## src/aer_pkg.sv

```systemverilog
package aer_pkg;

    // ------------------------------------------------------------
    // register offsets (byte addresses)
    // ------------------------------------------------------------
    localparam logic [11:0] OFF_COR_STATUS = 12'h110;
    localparam logic [11:0] OFF_COR_MASK = 12'h114;
    localparam logic [11:0] OFF_CAP_CTRL = 12'h118;
    localparam logic [11:0] OFF_HDR_WORD1 = 12'h11c;
    localparam logic [11:0] OFF_HDR_WORD2 = 12'h120;
    localparam logic [11:0] OFF_HDR_WORD3 = 12'h124;
    localparam logic [11:0] OFF_HDR_WORD4 = 12'h128;
    localparam logic [11:0] OFF_SEC_STATUS = 12'h12c;
    localparam logic [11:0] OFF_SEC_MASK = 12'h130;
    localparam logic [11:0] OFF_SEC_SEVERITY = 12'h134;
    localparam logic [11:0] OFF_SEC_CTRL = 12'h138;
    localparam logic [11:0] OFF_IRQ_STATUS = 12'h140;
    localparam logic [11:0] OFF_IRQ_MASK = 12'h144;

    // ------------------------------------------------------------
    // field layouts and reset values
    // ------------------------------------------------------------
    localparam logic [31:0] COR_IMPL = 32'h0000_11c1;
    localparam logic [31:0] SEC_IMPL = 32'h0000_3fef;
    localparam logic [31:0] SEC_MASK_RST = 32'h0000_17a8;
    localparam logic [31:0] SEC_SEV_RST = 32'h0000_1340;
    localparam logic [31:0] ZERO_RST = 32'h0000_0000;
    localparam int PTR_LSB = 0;
    localparam int PTR_W = 5;
    localparam int CRC_GEN_CAP_BIT = 5;
    localparam int CRC_GEN_EN_BIT = 6;
    localparam int CRC_CHK_CAP_BIT = 7;
    localparam int CRC_CHK_EN_BIT = 8;
    localparam int HDR_WORDS = 4;
    localparam int IRQ_W = 4;
    // interrupt status bit positions
    localparam int IRQ_COR = 0;
    localparam int IRQ_SEC_NONFATAL = 1;
    localparam int IRQ_SEC_FATAL = 2;
    localparam int IRQ_HDR_CAPTURED = 3;

    // ------------------------------------------------------------
    // carriers
    // ------------------------------------------------------------
    typedef struct packed {
        logic [11:0] addr;  // byte address
        logic [31:0] wdata;  // write data
        logic wr;  // write strobe
        logic rd;  // read strobe
    } aer_bus_req_t;

    typedef struct packed {
        logic [31:0] cor;  // correctable error pulses
        logic [31:0] sec;  // secondary error pulses
        logic [127:0] header;  // header of offending packet, byte 0 at top
        logic header_valid;  // header goes with these errors
    } aer_events_t;

endpackage : aer_pkg

```

## src/aer_regs.sv

```systemverilog
`timescale 1ns/1ns
module aer_regs
(
    // clock and resets
    input wire logic clock,
    input wire logic rst_b,
    input wire logic sticky_rst_b,
    // register port
    input wire aer_pkg::aer_bus_req_t bus_req,
    output logic [31:0] rd_data,
    // error events from the bridge
    input wire aer_pkg::aer_events_t events,
    // control outputs
    output logic crc_gen_enable,
    output logic crc_chk_enable,
    output logic fatal_err,
    output logic irq
);
    import aer_pkg::*;

    // ------------------------------------------------------------
    // elaboration checks
    // ------------------------------------------------------------
    // read words and pointer indexing assume these sizes
    if (PTR_W != 5 || HDR_WORDS != 4 || IRQ_W != 4)
    begin : g_bad_sizes
        $error("unsupported size constants");
    end

    // ------------------------------------------------------------
    // reset synchronisers
    // ------------------------------------------------------------
    // hazard: raw reset pins reach no logic before both flops
    logic rst_meta_b;  // first stage, ordinary reset
    logic rst_sync_b;  // released ordinary reset
    logic sty_meta_b;  // first stage, sticky reset
    logic sty_sync_b;  // released sticky reset

    // two-flop release of the ordinary reset
    always_ff @(posedge clock or negedge rst_b)
    begin
        if (!rst_b)
        begin
            rst_meta_b <= 1'b0;
            rst_sync_b <= 1'b0;
        end
        else
        begin
            rst_meta_b <= 1'b1;
            rst_sync_b <= rst_meta_b;
        end
    end

    // two-flop release of the power-on reset that clears sticky state
    always_ff @(posedge clock or negedge sticky_rst_b)
    begin
        if (!sticky_rst_b)
        begin
            sty_meta_b <= 1'b0;
            sty_sync_b <= 1'b0;
        end
        else
        begin
            sty_meta_b <= 1'b1;
            sty_sync_b <= sty_meta_b;
        end
    end

    // ------------------------------------------------------------
    // storage
    // ------------------------------------------------------------
    logic [31:0] cor_status;  // correctable status
    logic [31:0] cor_mask;  // correctable mask
    logic [PTR_W-1:0] first_ptr;  // first error pointer
    logic crc_gen_en;  // crc generation enable
    logic crc_chk_en;  // crc check enable
    logic [31:0] hdr_word [HDR_WORDS];  // captured header
    logic [31:0] sec_status;  // secondary status
    logic [31:0] sec_mask;  // secondary mask
    logic [31:0] sec_sev;  // secondary severity
    logic [PTR_W-1:0] sec_ptr;  // secondary first error pointer
    logic sec_ptr_held;  // pointer loaded since power-on
    logic [IRQ_W-1:0] irq_status;  // interrupt status, read clears
    logic [IRQ_W-1:0] irq_mask;  // interrupt enables

    // ------------------------------------------------------------
    // address decode
    // ------------------------------------------------------------
    // one hit per register on the byte address
    wire hit_cor_st = bus_req.addr == OFF_COR_STATUS;
    wire hit_cor_mk = bus_req.addr == OFF_COR_MASK;
    wire hit_ctrl = bus_req.addr == OFF_CAP_CTRL;
    wire hit_sec_st = bus_req.addr == OFF_SEC_STATUS;
    wire hit_sec_mk = bus_req.addr == OFF_SEC_MASK;
    wire hit_sec_sv = bus_req.addr == OFF_SEC_SEVERITY;
    wire hit_irq_st = bus_req.addr == OFF_IRQ_STATUS;
    wire hit_irq_mk = bus_req.addr == OFF_IRQ_MASK;
    wire hit_hdr_1 = bus_req.addr == OFF_HDR_WORD1;
    wire hit_hdr_2 = bus_req.addr == OFF_HDR_WORD2;
    wire hit_hdr_3 = bus_req.addr == OFF_HDR_WORD3;
    wire hit_hdr_4 = bus_req.addr == OFF_HDR_WORD4;
    wire hit_sec_pt = bus_req.addr == OFF_SEC_CTRL;
    // write strobes; read-only words have none
    wire wr_cor_st = bus_req.wr && hit_cor_st;
    wire wr_cor_mk = bus_req.wr && hit_cor_mk;
    wire wr_ctrl = bus_req.wr && hit_ctrl;
    wire wr_sec_st = bus_req.wr && hit_sec_st;
    wire wr_sec_mk = bus_req.wr && hit_sec_mk;
    wire wr_sec_sv = bus_req.wr && hit_sec_sv;
    wire wr_irq_mk = bus_req.wr && hit_irq_mk;
    // reading the interrupt status clears it
    wire rd_irq_st = bus_req.rd && hit_irq_st;

    // ------------------------------------------------------------
    // error tracking
    // ------------------------------------------------------------
    // only implemented positions can record an event
    wire [31:0] cor_ev = events.cor & COR_IMPL;
    wire [31:0] sec_ev = events.sec & SEC_IMPL;
    // masked errors still record status, they skip the pointer, the interrupt causes and fatal_err
    wire [31:0] sec_unmasked = sec_ev & ~sec_mask;
    // pointed-at status bit, for the "still pending" test
    wire sec_ptr_pending = sec_status[sec_ptr];
    wire sec_any_unmasked = |sec_unmasked;
    // free before the first load, or once the status behind it is cleared;
    // a masked error at the reset index cannot block the pointer
    wire sec_ptr_free = !sec_ptr_held || !sec_ptr_pending;
    // pointer loads here; header loads in the same cycle only when header_valid is set
    wire load_ptr = sec_any_unmasked && sec_ptr_free;

    // lowest-numbered unmasked error wins the pointer
    logic [PTR_W-1:0] sec_first_idx;
    always_comb
    begin
        sec_first_idx = '0;
        for (int i = 31; i >= 0; i--)
        begin
            if (sec_unmasked[i])
            begin
                sec_first_idx = PTR_W'(i);
            end
        end
    end

    // next status values: set wins over write-one clear
    wire [31:0] next_cor_status = (wr_cor_st
        ? (cor_status & ~bus_req.wdata) : cor_status)
        | cor_ev;
    wire [31:0] next_sec_status = (wr_sec_st
        ? (sec_status & ~bus_req.wdata) : sec_status)
        | sec_ev;

    // interrupt causes
    wire cor_unmasked = |(cor_ev & ~cor_mask);
    wire sec_fatal_ev = |(sec_unmasked & sec_sev);
    wire sec_nonfatal_ev = |(sec_unmasked & ~sec_sev);
    logic [IRQ_W-1:0] irq_ev;
    always_comb
    begin
        irq_ev = '0;
        irq_ev[IRQ_COR] = cor_unmasked;
        irq_ev[IRQ_SEC_NONFATAL] = sec_nonfatal_ev;
        irq_ev[IRQ_SEC_FATAL] = sec_fatal_ev;
        irq_ev[IRQ_HDR_CAPTURED] = load_ptr && events.header_valid;
    end
    // a read clear loses to a new event in the same cycle
    wire [IRQ_W-1:0] next_irq_status =
        (rd_irq_st ? '0 : irq_status) | irq_ev;

    // ------------------------------------------------------------
    // sticky registers, kept over ordinary reset
    // ------------------------------------------------------------
    // only the power-on reset clears these, the ordinary one does not
    // correctable status and mask
    always_ff @(posedge clock or negedge sty_sync_b)
    begin
        if (!sty_sync_b)
        begin
            cor_status <= ZERO_RST;
            cor_mask <= ZERO_RST;
        end
        else
        begin
            cor_status <= next_cor_status & COR_IMPL;
            if (wr_cor_mk)
            begin
                cor_mask <= bus_req.wdata & COR_IMPL;
            end
        end
    end

    // crc enables
    always_ff @(posedge clock or negedge sty_sync_b)
    begin
        if (!sty_sync_b)
        begin
            crc_gen_en <= 1'b0;
            crc_chk_en <= 1'b0;
        end
        else if (wr_ctrl)
        begin
            crc_gen_en <= bus_req.wdata[CRC_GEN_EN_BIT];
            crc_chk_en <= bus_req.wdata[CRC_CHK_EN_BIT];
        end
    end

    // secondary status, mask, severity
    always_ff @(posedge clock or negedge sty_sync_b)
    begin
        if (!sty_sync_b)
        begin
            sec_status <= ZERO_RST;
            sec_mask <= SEC_MASK_RST;
            sec_sev <= SEC_SEV_RST;
        end
        else
        begin
            sec_status <= next_sec_status & SEC_IMPL;
            if (wr_sec_mk)
            begin
                sec_mask <= bus_req.wdata & SEC_IMPL;
            end
            if (wr_sec_sv)
            begin
                sec_sev <= bus_req.wdata & SEC_IMPL;
            end
        end
    end

    // pointers: secondary one tracks bridge errors, primary mirrors it
    // primary errors live outside this block, so the mirror is exact
    always_ff @(posedge clock or negedge sty_sync_b)
    begin
        if (!sty_sync_b)
        begin
            sec_ptr <= '0;
            first_ptr <= '0;
            sec_ptr_held <= 1'b0;
        end
        else if (load_ptr)
        begin
            sec_ptr <= sec_first_idx;
            first_ptr <= sec_first_idx;
            sec_ptr_held <= 1'b1;
        end
    end

    // header capture, one word per entry
    genvar gw;
    generate
        for (gw = 0; gw < HDR_WORDS; gw++)
        begin : g_hdr
            always_ff @(posedge clock or negedge sty_sync_b)
            begin
                if (!sty_sync_b)
                begin
                    hdr_word[gw] <= ZERO_RST;
                end
                else if (load_ptr && events.header_valid)
                begin
                    // captured only with a pointer load and header_valid, so a captured header matches the pointer
                    // byte 4*gw lands in bits 31:24
                    hdr_word[gw] <=
                        events.header[127-32*gw -: 32];
                end
            end
        end
    endgenerate

    // ------------------------------------------------------------
    // interrupt block, ordinary reset
    // ------------------------------------------------------------
    // status set by events, cleared by a read of it
    always_ff @(posedge clock or negedge rst_sync_b)
    begin
        if (!rst_sync_b)
        begin
            irq_status <= '0;
            irq_mask <= '0;
        end
        else
        begin
            irq_status <= next_irq_status;
            if (wr_irq_mk)
            begin
                irq_mask <= bus_req.wdata[IRQ_W-1:0];
            end
        end
    end

    // ------------------------------------------------------------
    // read path, data one cycle after the strobe
    // ------------------------------------------------------------
    // capability bits are fixed ones, pointer and enable bits from storage, unused bits zero
    logic [31:0] ctrl_word;  // control word image
    always_comb
    begin
        ctrl_word = '0;
        ctrl_word[PTR_LSB +: PTR_W] = first_ptr;
        ctrl_word[CRC_GEN_CAP_BIT] = 1'b1;
        ctrl_word[CRC_GEN_EN_BIT] = crc_gen_en;
        ctrl_word[CRC_CHK_CAP_BIT] = 1'b1;
        ctrl_word[CRC_CHK_EN_BIT] = crc_chk_en;
    end

    // address chain, first hit wins
    logic [31:0] rd_mux;  // selected read word
    always_comb
    begin
        if (hit_cor_st)
            rd_mux = cor_status;
        else if (hit_cor_mk)
            rd_mux = cor_mask;
        else if (hit_ctrl)
            rd_mux = ctrl_word;
        else if (hit_hdr_1)
            rd_mux = hdr_word[0];
        else if (hit_hdr_2)
            rd_mux = hdr_word[1];
        else if (hit_hdr_3)
            rd_mux = hdr_word[2];
        else if (hit_hdr_4)
            rd_mux = hdr_word[3];
        else if (hit_sec_st)
            rd_mux = sec_status;
        else if (hit_sec_mk)
            rd_mux = sec_mask;
        else if (hit_sec_sv)
            rd_mux = sec_sev;
        else if (hit_sec_pt)
            rd_mux = {27'h0, sec_ptr};
        else if (hit_irq_st)
            rd_mux = {28'h0, irq_status};
        else if (hit_irq_mk)
            rd_mux = {28'h0, irq_mask};
        else
            rd_mux = 32'h0;  // unmapped reads zero
    end

    // read data register, zero outside the answer cycle
    always_ff @(posedge clock or negedge rst_sync_b)
    begin
        if (!rst_sync_b)
        begin
            rd_data <= 32'h0;
        end
        else
        begin
            rd_data <= bus_req.rd ? rd_mux : 32'h0;
        end
    end

    // ------------------------------------------------------------
    // outputs
    // ------------------------------------------------------------
    // enables straight from the sticky bits
    assign crc_gen_enable = crc_gen_en;
    assign crc_chk_enable = crc_chk_en;
    // fatal: pending, unmasked and marked fatal
    assign fatal_err = |(sec_status & ~sec_mask & sec_sev);
    // level interrupt while an enabled cause is pending
    assign irq = |(irq_status & irq_mask);

endmodule : aer_regs

```

## config.mk

```make
export PLATFORM = sky130hd
export DESIGN_NAME = aer_regs
export DESIGN_NICKNAME = d
export VERILOG_FILES = /design/src/aer_pkg.sv /design/src/aer_regs.sv
export SDC_FILE = /design/constraint.sdc
export NUM_CORES = 1
export LEC_CHECK = 0
export ABC_AREA = 1
export BUFFER_PORTS_ARGS = -buffer_cell sky130_fd_sc_hd__buf_2
export CAP_MARGIN = 20
export CORE_MARGIN = 2
export CORE_UTILIZATION = 50
export CTS_BUF_LIST = sky130_fd_sc_hd__clkbuf_2
export CTS_CLUSTER_SIZE = 30
export DETAILED_ROUTE_END_ITERATION = 10
export PLACE_DENSITY_LB_ADDON = 0.25
export SYNTH_ARGS = -nofsm -noshare
export SYNTH_HDL_FRONTEND = slang
export SYNTH_SLANG_ARGS = --single-unit
```

## constraint.sdc

```tcl
create_clock -name clock -period 6.3 [get_ports clock]
set_input_delay 0.315 -clock clock [delete_from_list [all_inputs] [get_ports clock]]
set_output_delay 0.315 -clock clock [all_outputs]
set_load 0.01 [all_outputs]
```

[After elaboration in Yosys (flattened, before gate mapping)]
Index checks and enable logic that the tools add are counted.
Storage, ports and cells
  memories: 0
  bits of input ports: 242
  latch bits: 0
  output and inout bits: 36
  RAM bits: 0
  ROM bits: 0
  flip-flop bits (word level): 229
Cells by class
  $add $sub $neg: 0
  shift operators: 0
  bitwise logic cells: 16
  mux-type cells: 51
  magnitude comparators: 1
  multipliers: 0
  divide/modulo/power cells: 0
  reduce and logical (&&, ||, !) cells: 19
  eq/ne operators: 13
Operators by type and width (count)
  32-bit 2-to-1 mux: 8
  5-bit 2-to-1 mux: 33
  32-bit OR reduction: 5
  12-bit by 9-bit equality test with 1-bit output (second input constant): 13
  14-bit by 32-bit AND with 32-bit output: 2
  32-bit by 14-bit AND with 32-bit output: 2
  14-bit NOT with 32-bit output: 2
  14-bit 2-to-1 mux: 4
  13-bit by 32-bit AND with 32-bit output: 1
  32-bit AND: 1
  13-bit NOT with 32-bit output: 1
  14-bit AND: 1
  14-bit NOT: 1
  14-bit OR: 1
  13-bit AND: 1
  13-bit 2-to-1 mux: 1
  13-bit OR: 1
  4-bit 2-to-1 mux: 3
  1-bit logical AND: 10
  5-bit by 6-bit less-than comparator with 1-bit output (second input constant): 1
  1-bit binary-select mux with 5-bit select: 1
  4-bit AND: 1
  4-bit OR: 1
  4-bit OR reduction: 1
  other kinds (3): 4

[Depth between registers and ports, before layout]
Gate-level depths: netlist of run 1.
  word-level depth: 34
  mapped depth: 19
  depth with buffers taken out: 18

[Least setup slack after synthesis of run 1]
No wires, ideal clock.
  path kind: flip-flop to flip-flop
  from: reg sec_mask[12]
  to: reg hdr_word[32] (netlist name)
  period minus slack after synthesis: 1.746 ns
  path buffers: 2
  stages on the path, launching flop included: 12
  data arrival time: 1.615 ns
  slack: 4.554 ns
  data required time: 6.169 ns
  cell sequence: dfstp_2 > inv_1 > nand2_1 > nand2_1 > nor3_1 > nand3_1 > nand2_2 > nor2_2 > buf_6 > buf_2 > nand2_1 > o21ai_0
Between the ends
  word-level cells in the longest chain between the ends: 5
RTL lines
  from (decl): line aer_regs.sv:79  | logic [31:0] sec_mask;
  from (signal assigned): line aer_regs.sv:221  | sec_mask <= bus_req.wdata & SEC_IMPL;
  14-bit NOT with 32-bit output: line aer_regs.sv:121  | wire [31:0] sec_unmasked = sec_ev & ~sec_mask;
  14-bit by 32-bit AND with 32-bit output: line aer_regs.sv:121
  32-bit OR reduction: line aer_regs.sv:124  | wire sec_any_unmasked = |sec_unmasked;
  1-bit logical AND: line aer_regs.sv:129  | wire load_ptr = sec_any_unmasked && sec_ptr_free;
  1-bit logical AND: line aer_regs.sv:259  | else if (load_ptr && events.header_valid)
  to (signal, indexed assignment): line aer_regs.sv:263  | hdr_word[gw] <=
  to (decl): line aer_regs.sv:77  | logic [31:0] hdr_word [HDR_WORDS];
Every way passes these cells.
A chain may end at the register's enable or synchronous reset.

[Final worst setup path of run 1]
  from: reg sec_ptr[0]
  to: reg hdr_word[55] (netlist name)
Between the ends
  word-level cells in the longest chain between the ends: 6
RTL lines
  from (decl): line aer_regs.sv:81  | logic [PTR_W-1:0] sec_ptr;
  from (signal assigned): line aer_regs.sv:242  | sec_ptr <= sec_first_idx;
  1-bit binary-select mux with 5-bit select: line aer_regs.sv:123  | wire sec_ptr_pending = sec_status[sec_ptr];
  1-bit 2-to-1 mux (implied by the code): line aer_regs.sv:123
  1-bit zero test: line aer_regs.sv:127  | wire sec_ptr_free = !sec_ptr_held || !sec_ptr_pending;
  1-bit logical OR: line aer_regs.sv:127
  1-bit logical AND: line aer_regs.sv:129
  1-bit logical AND: line aer_regs.sv:259
Every way passes these cells. The select of a mux whose other input is x is not followed.

==> qor.yml, run 1 <==
firstDrtPassIters: 6
p_leak_nw: 7.29
worst_slew_pin_slew_ns: 0.911
holdPathStages: 5
antenna_found_initial: 2
clock-sinks: 228
place.gp.congestion: 0.999
rsz0062_at_grt: "false"
status: "complete, no violations"
pin_count: 278
yosys_warnings: 0
startpoint_type: "register"
grt_max_degree: 85
ys_types: 42
pre_cts_slack_ns: 3.40
cp_top_family: "buffers and inverters"
critPathRequiredTime_ns: 7.05
min_from: "bus_req[40]"
syn_avg_cell_area_um2: 7.89
reg2regPathDepth: 10
area_growth_pct: 31.4
rr_startpoint: "sec_ptr[0]$_DFFE_PN0P_"
arrival_ns: 3.72
dp.cells: 1847
drive_gt1_share_pct: 19.6
crit_path_max_fanout: 78
portBuffers: 212
cp_slowest_cell: "buf_4"
cts_tree: "done"
multi_input_area_mm2: 0.00436
timing.rr.end: "hdr_word[55]$_DFFE_PN0P_"
clockBufferDepth: 3
chipWidth_um: 153
ant_nets: 0
finalNetCount: 2057
finClkSkew_ns: 0.0466
cts_inserted_buffers: 59
std_cell_rows: 54
syn-instance-count: 1417
holdCritPathClass: "in2reg"
drv_slew: 0
crit_path_end_kind: "register"
drc_errors: 0
synth-seq-cells: 228
via_count: 11400
place_area_mm2: 0.0123
fin_cells: 2136
cp_common_cell: "o21ai_1"
die_y_um: 153
core-area_mm2: 0.0219
cap_viol_max_count: 0
cts-root-buf: "clkbuf_2"
routedWlPerCell_um: 17.6
drtIter0Drc: 830
die-area_mm2: 0.0236
setup_violations: 0
tns_ns: 0
min_to: "irq_status[0]$_DFF_PN0_"
vias_per_cell: 5.35
track_usage_pct: 32.0
fin_area_mm2: 0.0147
syn_area_mm2: 0.0112
clk_latency_ns: 0.86
clk_pin_slew_worst_paths_ns: 0.10
fmax_mhz: 336
path_cells: "inv_1, a21oi_1, o21ai_1, a32oi_1, o211ai_2, nand2_2, nor2_4, buf_4, nand2_1, o21ai_1"
wl_um: 37500
grt_overflow: 0
ff_latch_area_mm2: 0.00572
crit_buf_inv: 2
hold_violations: 0
grt_first_pass_wirelength_um: 60300
slowest_delay_ns: 0.72
start_util_pct: 51.0
critical_path_class: "reg2reg"
power_density_mw_per_mm2: 283
max-vdd-ir-drop_v: 0.000171
post-route-period-util_pct: 47.2
r2r_setup_slack_ns: 3.32
relSlewSlack_pct: 39.1
htreeDepth: 2
grt_pass1_vias: 11800
fillerInstances: 1830
seq_area_frac_synth_pct: 51.2
layout_min_cycle_time_ns: 2.98
dpl.hpwl_um: 23000
postCtsSetupRepairBufs: 0
layout_setup_ws_ns: 3.32
## synthesized netlist by cell type (all sizes together)
master	count	area, µm²
or2	3	18.8
a311oi	2	17.5
clkbuf	26	97.6
o21ai	248	1240
nand3	50	250
inv	189	712
nor4	1	6.26
o31ai	2	15.0
buf	46	297
nor2	47	216
a21oi	50	250
a2111oi	1	8.76
conb	1	3.75
o2111ai	3	26.3
o311ai	1	8.76
o21bai	3	22.5
dfstp	11	289
nand3b	1	7.51
o211ai	43	328
a221oi	1	8.76
dfrtp	217	5430
a2111o	1	11.3
o221ai	1	8.76
o22ai	18	113
nor3	13	97.6
a31oi	2	12.5
a221o	1	10.0
nand2	428	1620
a32oi	1	8.76
nand4	6	37.5
## worst min-delay path: stages
cell and delay, ns:
buf_2 0.11, nand3_1 0.16, nor2_1 0.07, nand2_1 0.13, a2111o_1 0.15
## worst max-delay path by stage
stage | from | endpoint | slack [ns] | depth (start not counted)
floorplan | sty_sync_b$_DFF_PN0_ | cor_mask[0]$_DFFE_PN0P_ | 0.75 | 0
global placement | sec_ptr[0]$_DFFE_PN0P_ | hdr_word[58]$_DFFE_PN0P_ | 3.43 | 10
detailed placement | sec_ptr[0]$_DFFE_PN0P_ | hdr_word[58]$_DFFE_PN0P_ | 3.40 | 10
CTS | sec_ptr[0]$_DFFE_PN0P_ | hdr_word[58]$_DFFE_PN0P_ | 3.39 | 10
global route | sec_ptr[0]$_DFFE_PN0P_ | hdr_word[121]$_DFFE_PN0P_ | 3.02 | 9
finish | sec_ptr[0]$_DFFE_PN0P_ | hdr_word[55]$_DFFE_PN0P_ | 3.32 | 10
## registers in the layout, indices dropped and copies added, names as in the netlist, 4 cells and up
signal      cells
irq_status      4
rd_data        32
hdr_word      128
cor_status      5
cor_mask        5
sec_status     13
sec_mask       13
irq_mask        4
sec_ptr         4
sec_sev        13
## layer usage
metal  up-vias  wire length, µm  track usage [%]  part of all wire (%)
li1       5413                -                -                     -
met1      5374            15600             43.4                    42
met2       545            17300             50.1                    46
met3       105             3070             6.92                   8.2
met4         0             1490             13.7                   4.0
met5         -                0                0                     0
## cells by family after synthesis
| logic type | after synthesis | synth area share (%) |
|---|---|---|
| other | 1 | 0.0336 |
| buffers and inverters | 261 | 9.90 |
| AO/OA/AOI/OAI | 378 | 18.7 |
| flip-flops | 228 | 51.2 |
| AND/OR/NAND/NOR | 549 | 20.2 |
## repair_timing
item,CTS,global route
setup endpoints to repair,0,0
hold buffers,185,0
endpoints found under the hold margin,204,0
resized for setup,0,0
## layout by cell type (no fill, tap or decap), types with 18 or more instances in the layout
master and instances:
nand3_1 50, nor2_1 39, dlygate4sd3_1 185, o21ai_1 46, a21oi_1 50, o22ai_1 18, buf_2 212, dfrtp_1 215
nand2_1 422, o21ai_0 202, inv_1 179, clkbuf_2 93, o211ai_1 42
## power breakdown
group / leakage, nW / total, mW / switching, mW / internal (mW)
combinational: 4.07 / 1.12 / 0.741 / 0.377
sequential: 2.81 / 2.05 / 0.180 / 1.87
clock: 0.401 / 0.991 / 0.608 / 0.382
total: 7.29 / 4.16 / 1.53 / 2.63
## stage by stage
step	hold slack, ns	util (%)	power, mW
after floorplan	0.0194	-	2.81
after global placement	0.101	56.1	3.02
after detailed placement	0.102	56.1	3.08
after CTS	0.0674	66.8	4.14
after global routing	0.146	67.0	4.45
final	0.136	67.0	4.16
## final cells by class
class	instances	area share, %
Antenna cell	2	0.0341
Clock buffer	93	3.17
Tap cell	280	2.39
Inverter	189	4.85
Timing Repair Buffer	408	20.6
Multi-Input combinational cell	929	29.7
Sequential cell	228	39.0
Clock inverter	7	0.222
Power figures use the tool's default switching activity.
==> inputs of run 2 (changes only) <==
clock period = 2.4 ns   (was 6.3 ns; I/O delays follow)
==> run 2 against run 1 <==
Against the previous run: count of clock-buffer cells in the layout shrank 2; clock skew grew 0.050 ns; non-clock buffer count grew 185; routed wire length grew 24%; critical path type is now in2reg; clock power grew to 3.0 times the previous value; largest cell class unchanged; largest power group unchanged.
==> qor.yml, run 2 (same netlist as run 1, synthesis figures left out) <==
die-area_mm2: 0.0236
power_density_mw_per_mm2: 720
clock-sinks: 228
clockBufferDepth: 3
portBuffers: 212
start_util_pct: 51.0
path_cells: "dlygate4sd3_1, buf_2, nor2_1, nand2_2, nor2_4, buf_4, nor3_1, o21ai_1, nand2_1, nand2_1, nand2_1, nand2_1, nand2_1, nand2_1, nand2_1, nand2_1, nand2_1, dlygate4sd3_1"
core-area_mm2: 0.0219
worst_slew_pin_slew_ns: 0.653
grt_pass1_vias: 13600
seq_power_share_pct: 45.7
slowest_delay_ns: 0.54
finalNetCount: 2242
reg.largest.list: "hdr_word: 128 flops, rd_data: 32 flops"
die_y_um: 153
track_usage_pct: 38.5
rsz0062_at_grt: "true"
pin_count: 278
grt_max_degree: 70
cp_top_family: "buffers and inverters"
wl_um: 46400
setup_violations: 0
crit_path_end_kind: "register"
holdCritPathClass: "in2reg"
grt_first_pass_wirelength_um: 71300
cp_common_cell: "nand2_1"
crit_buf_inv: 4
cap_viol_max_count: 0
p_clk_share_pct: 24.6
clk_latency_ns: 0.92
relSlewSlack_pct: 56.5
cts-root-buf: "clkbuf_2"
drv_slew: 0
cts_tree: "done"
fin_cells: 2335
largest_reg_flops: 128
critical_path_class: "in2reg"
dp.cells: 1877
chipWidth_um: 153
critPathRequiredTime_ns: 3.15
place.gp.congestion: 0.963
hold_slack_ns: 0.0568
drive_gt1_share_pct: 19.6
layout_commonest_cell: "nand2_1"
post-route-period-util_pct: 98.6
crit_path_max_fanout: 11
antenna_found_initial: 5
startpoint_type: "input pin"
layout.cells.most_common_list: "nand2_1 (421), dlygate4sd3_1 (339), dfrtp_1 (215)"
hold_violations: 0
p_leak_nw: 8.18
drtIter0Drc: 1191
regMostFlops: "hdr_word"
layout_min_cycle_time_ns: 2.37
power.share.switching_pct: 39.0
finClkSkew_ns: 0.0964
vias_per_cell: 5.66
internal_power_mw: 7.30
routedWlPerCell_um: 19.9
firstDrtPassIters: 6
cp_slowest_cell: "dlygate4sd3_1"
status: "complete, no violations"
ant_nets: 0
combPwrFrac_pct: 29.7
via_count: 13200
power_mw: 12.0
clk_pin_slew_worst_paths_ns: 0.11
grt_overflow: 0
fmax_mhz: 422
p_switching_mw: 4.67
cts_inserted_buffers: 59
std_cell_rows: 54
max-vdd-ir-drop_v: 0.000667
area_growth_pct: 48.9
dpl.hpwl_um: 24700
arrival_ns: 3.11
htreeDepth: 2
drc_errors: 0
## run 2: cell types whose count changed in the layout (fill, tap and decap cells not counted), moves of 2 or more
cell | previous run | this run
nand3_2 | 0 | 2
diode_2 | 2 | 5
clkinv_1 | 4 | 14
buf_12 | 1 | 6
clkbuf_2 | 93 | 91
dlygate4sd3_1 | 185 | 339
nand3_1 | 50 | 48
clkinv_2 | 2 | 4
buf_4 | 9 | 35
## run 2: power by group through the flow
stage	Sequential, mW	Clock [mW]	Combinational (mW)
CTS	5.37	2.89	3.19
global placement	5.40	0	2.70
detailed placement	5.45	0	2.79
finish	5.47	2.95	3.56
global route	5.55	3.14	3.87
floorplan	5.33	0	2.03
## run 2: routing by layer
| metal | part of all wire (%) | track usage, % |
|---|---|---|
| met4 | 5.6 | 19.8 |
| met3 | 8.9 | 6.92 |
| met5 | 0 | 0 |
| met1 | 37 | 47.7 |
| met2 | 48 | 64.7 |
## run 2: worst min-delay path, stage by stage
cell,delay [ns]
dlygate4sd3_1,0.55
buf_2,0.11
nand2_1,0.04
o21ai_1,0.06
## run 2: area by class of cell
type	count	area, µm²
Sequential cell	228	5720
Antenna cell	5	12.5
Clock buffer	91	455
Tap cell	280	350
Inverter	189	713
Fill cell	1473	5260
Timing Repair Buffer	593	4850
Clock inverter	20	114
Multi-Input combinational cell	929	4410
## run 2: stage by stage
stage,instance area (µm²),setup WS (ns),setup TNS [ns],utilization [%]
6_report,16600,0.0328,0,76.0
4_1_cts,16600,-0.0276,-0.0276,75.8
3_5_place_dp,12600,0.247,0,57.4
5_1_grt,16600,-0.0168,-0.0168,76.0
3_3_place_gp,12600,0.275,0,57.4
2_1_floorplan,11200,0.497,0,-
## run 2: worst paths after layout
path	startpoint	endpoint	slack, ns	depth (start not counted)
worst max register to register	sec_ptr[0]$_DFFE_PN0P_	hdr_word[24]$_DFFE_PN0P_	0.22	10
worst min-delay path	events[98]	hdr_word[97]$_DFFE_PN0P_	0.06	4
worst max-delay path	bus_req[44]	rd_data[7]$_DFF_PN0_	0.03	18
worst min register to register	rst_sync_b$_DFF_PN0_	rd_data[15]$_DFF_PN0_	0.23	0
max in group asynchronous	sty_sync_b$_DFF_PN0_	sec_mask[8]$_DFFE_PN1P_	1.21	1
min in group asynchronous	rst_b	rst_meta_b$_DFF_PN0_	0.12	3
## run 2: repair_timing
action | in CTS | in global routing
endpoints found under the hold margin | 209 | 0
gates resized for setup | 6 | 7
hold buffers | 340 | 0
setup endpoints to repair | 1 | 9
buffers inserted | 2 | 0
pin swaps | 4 | 2
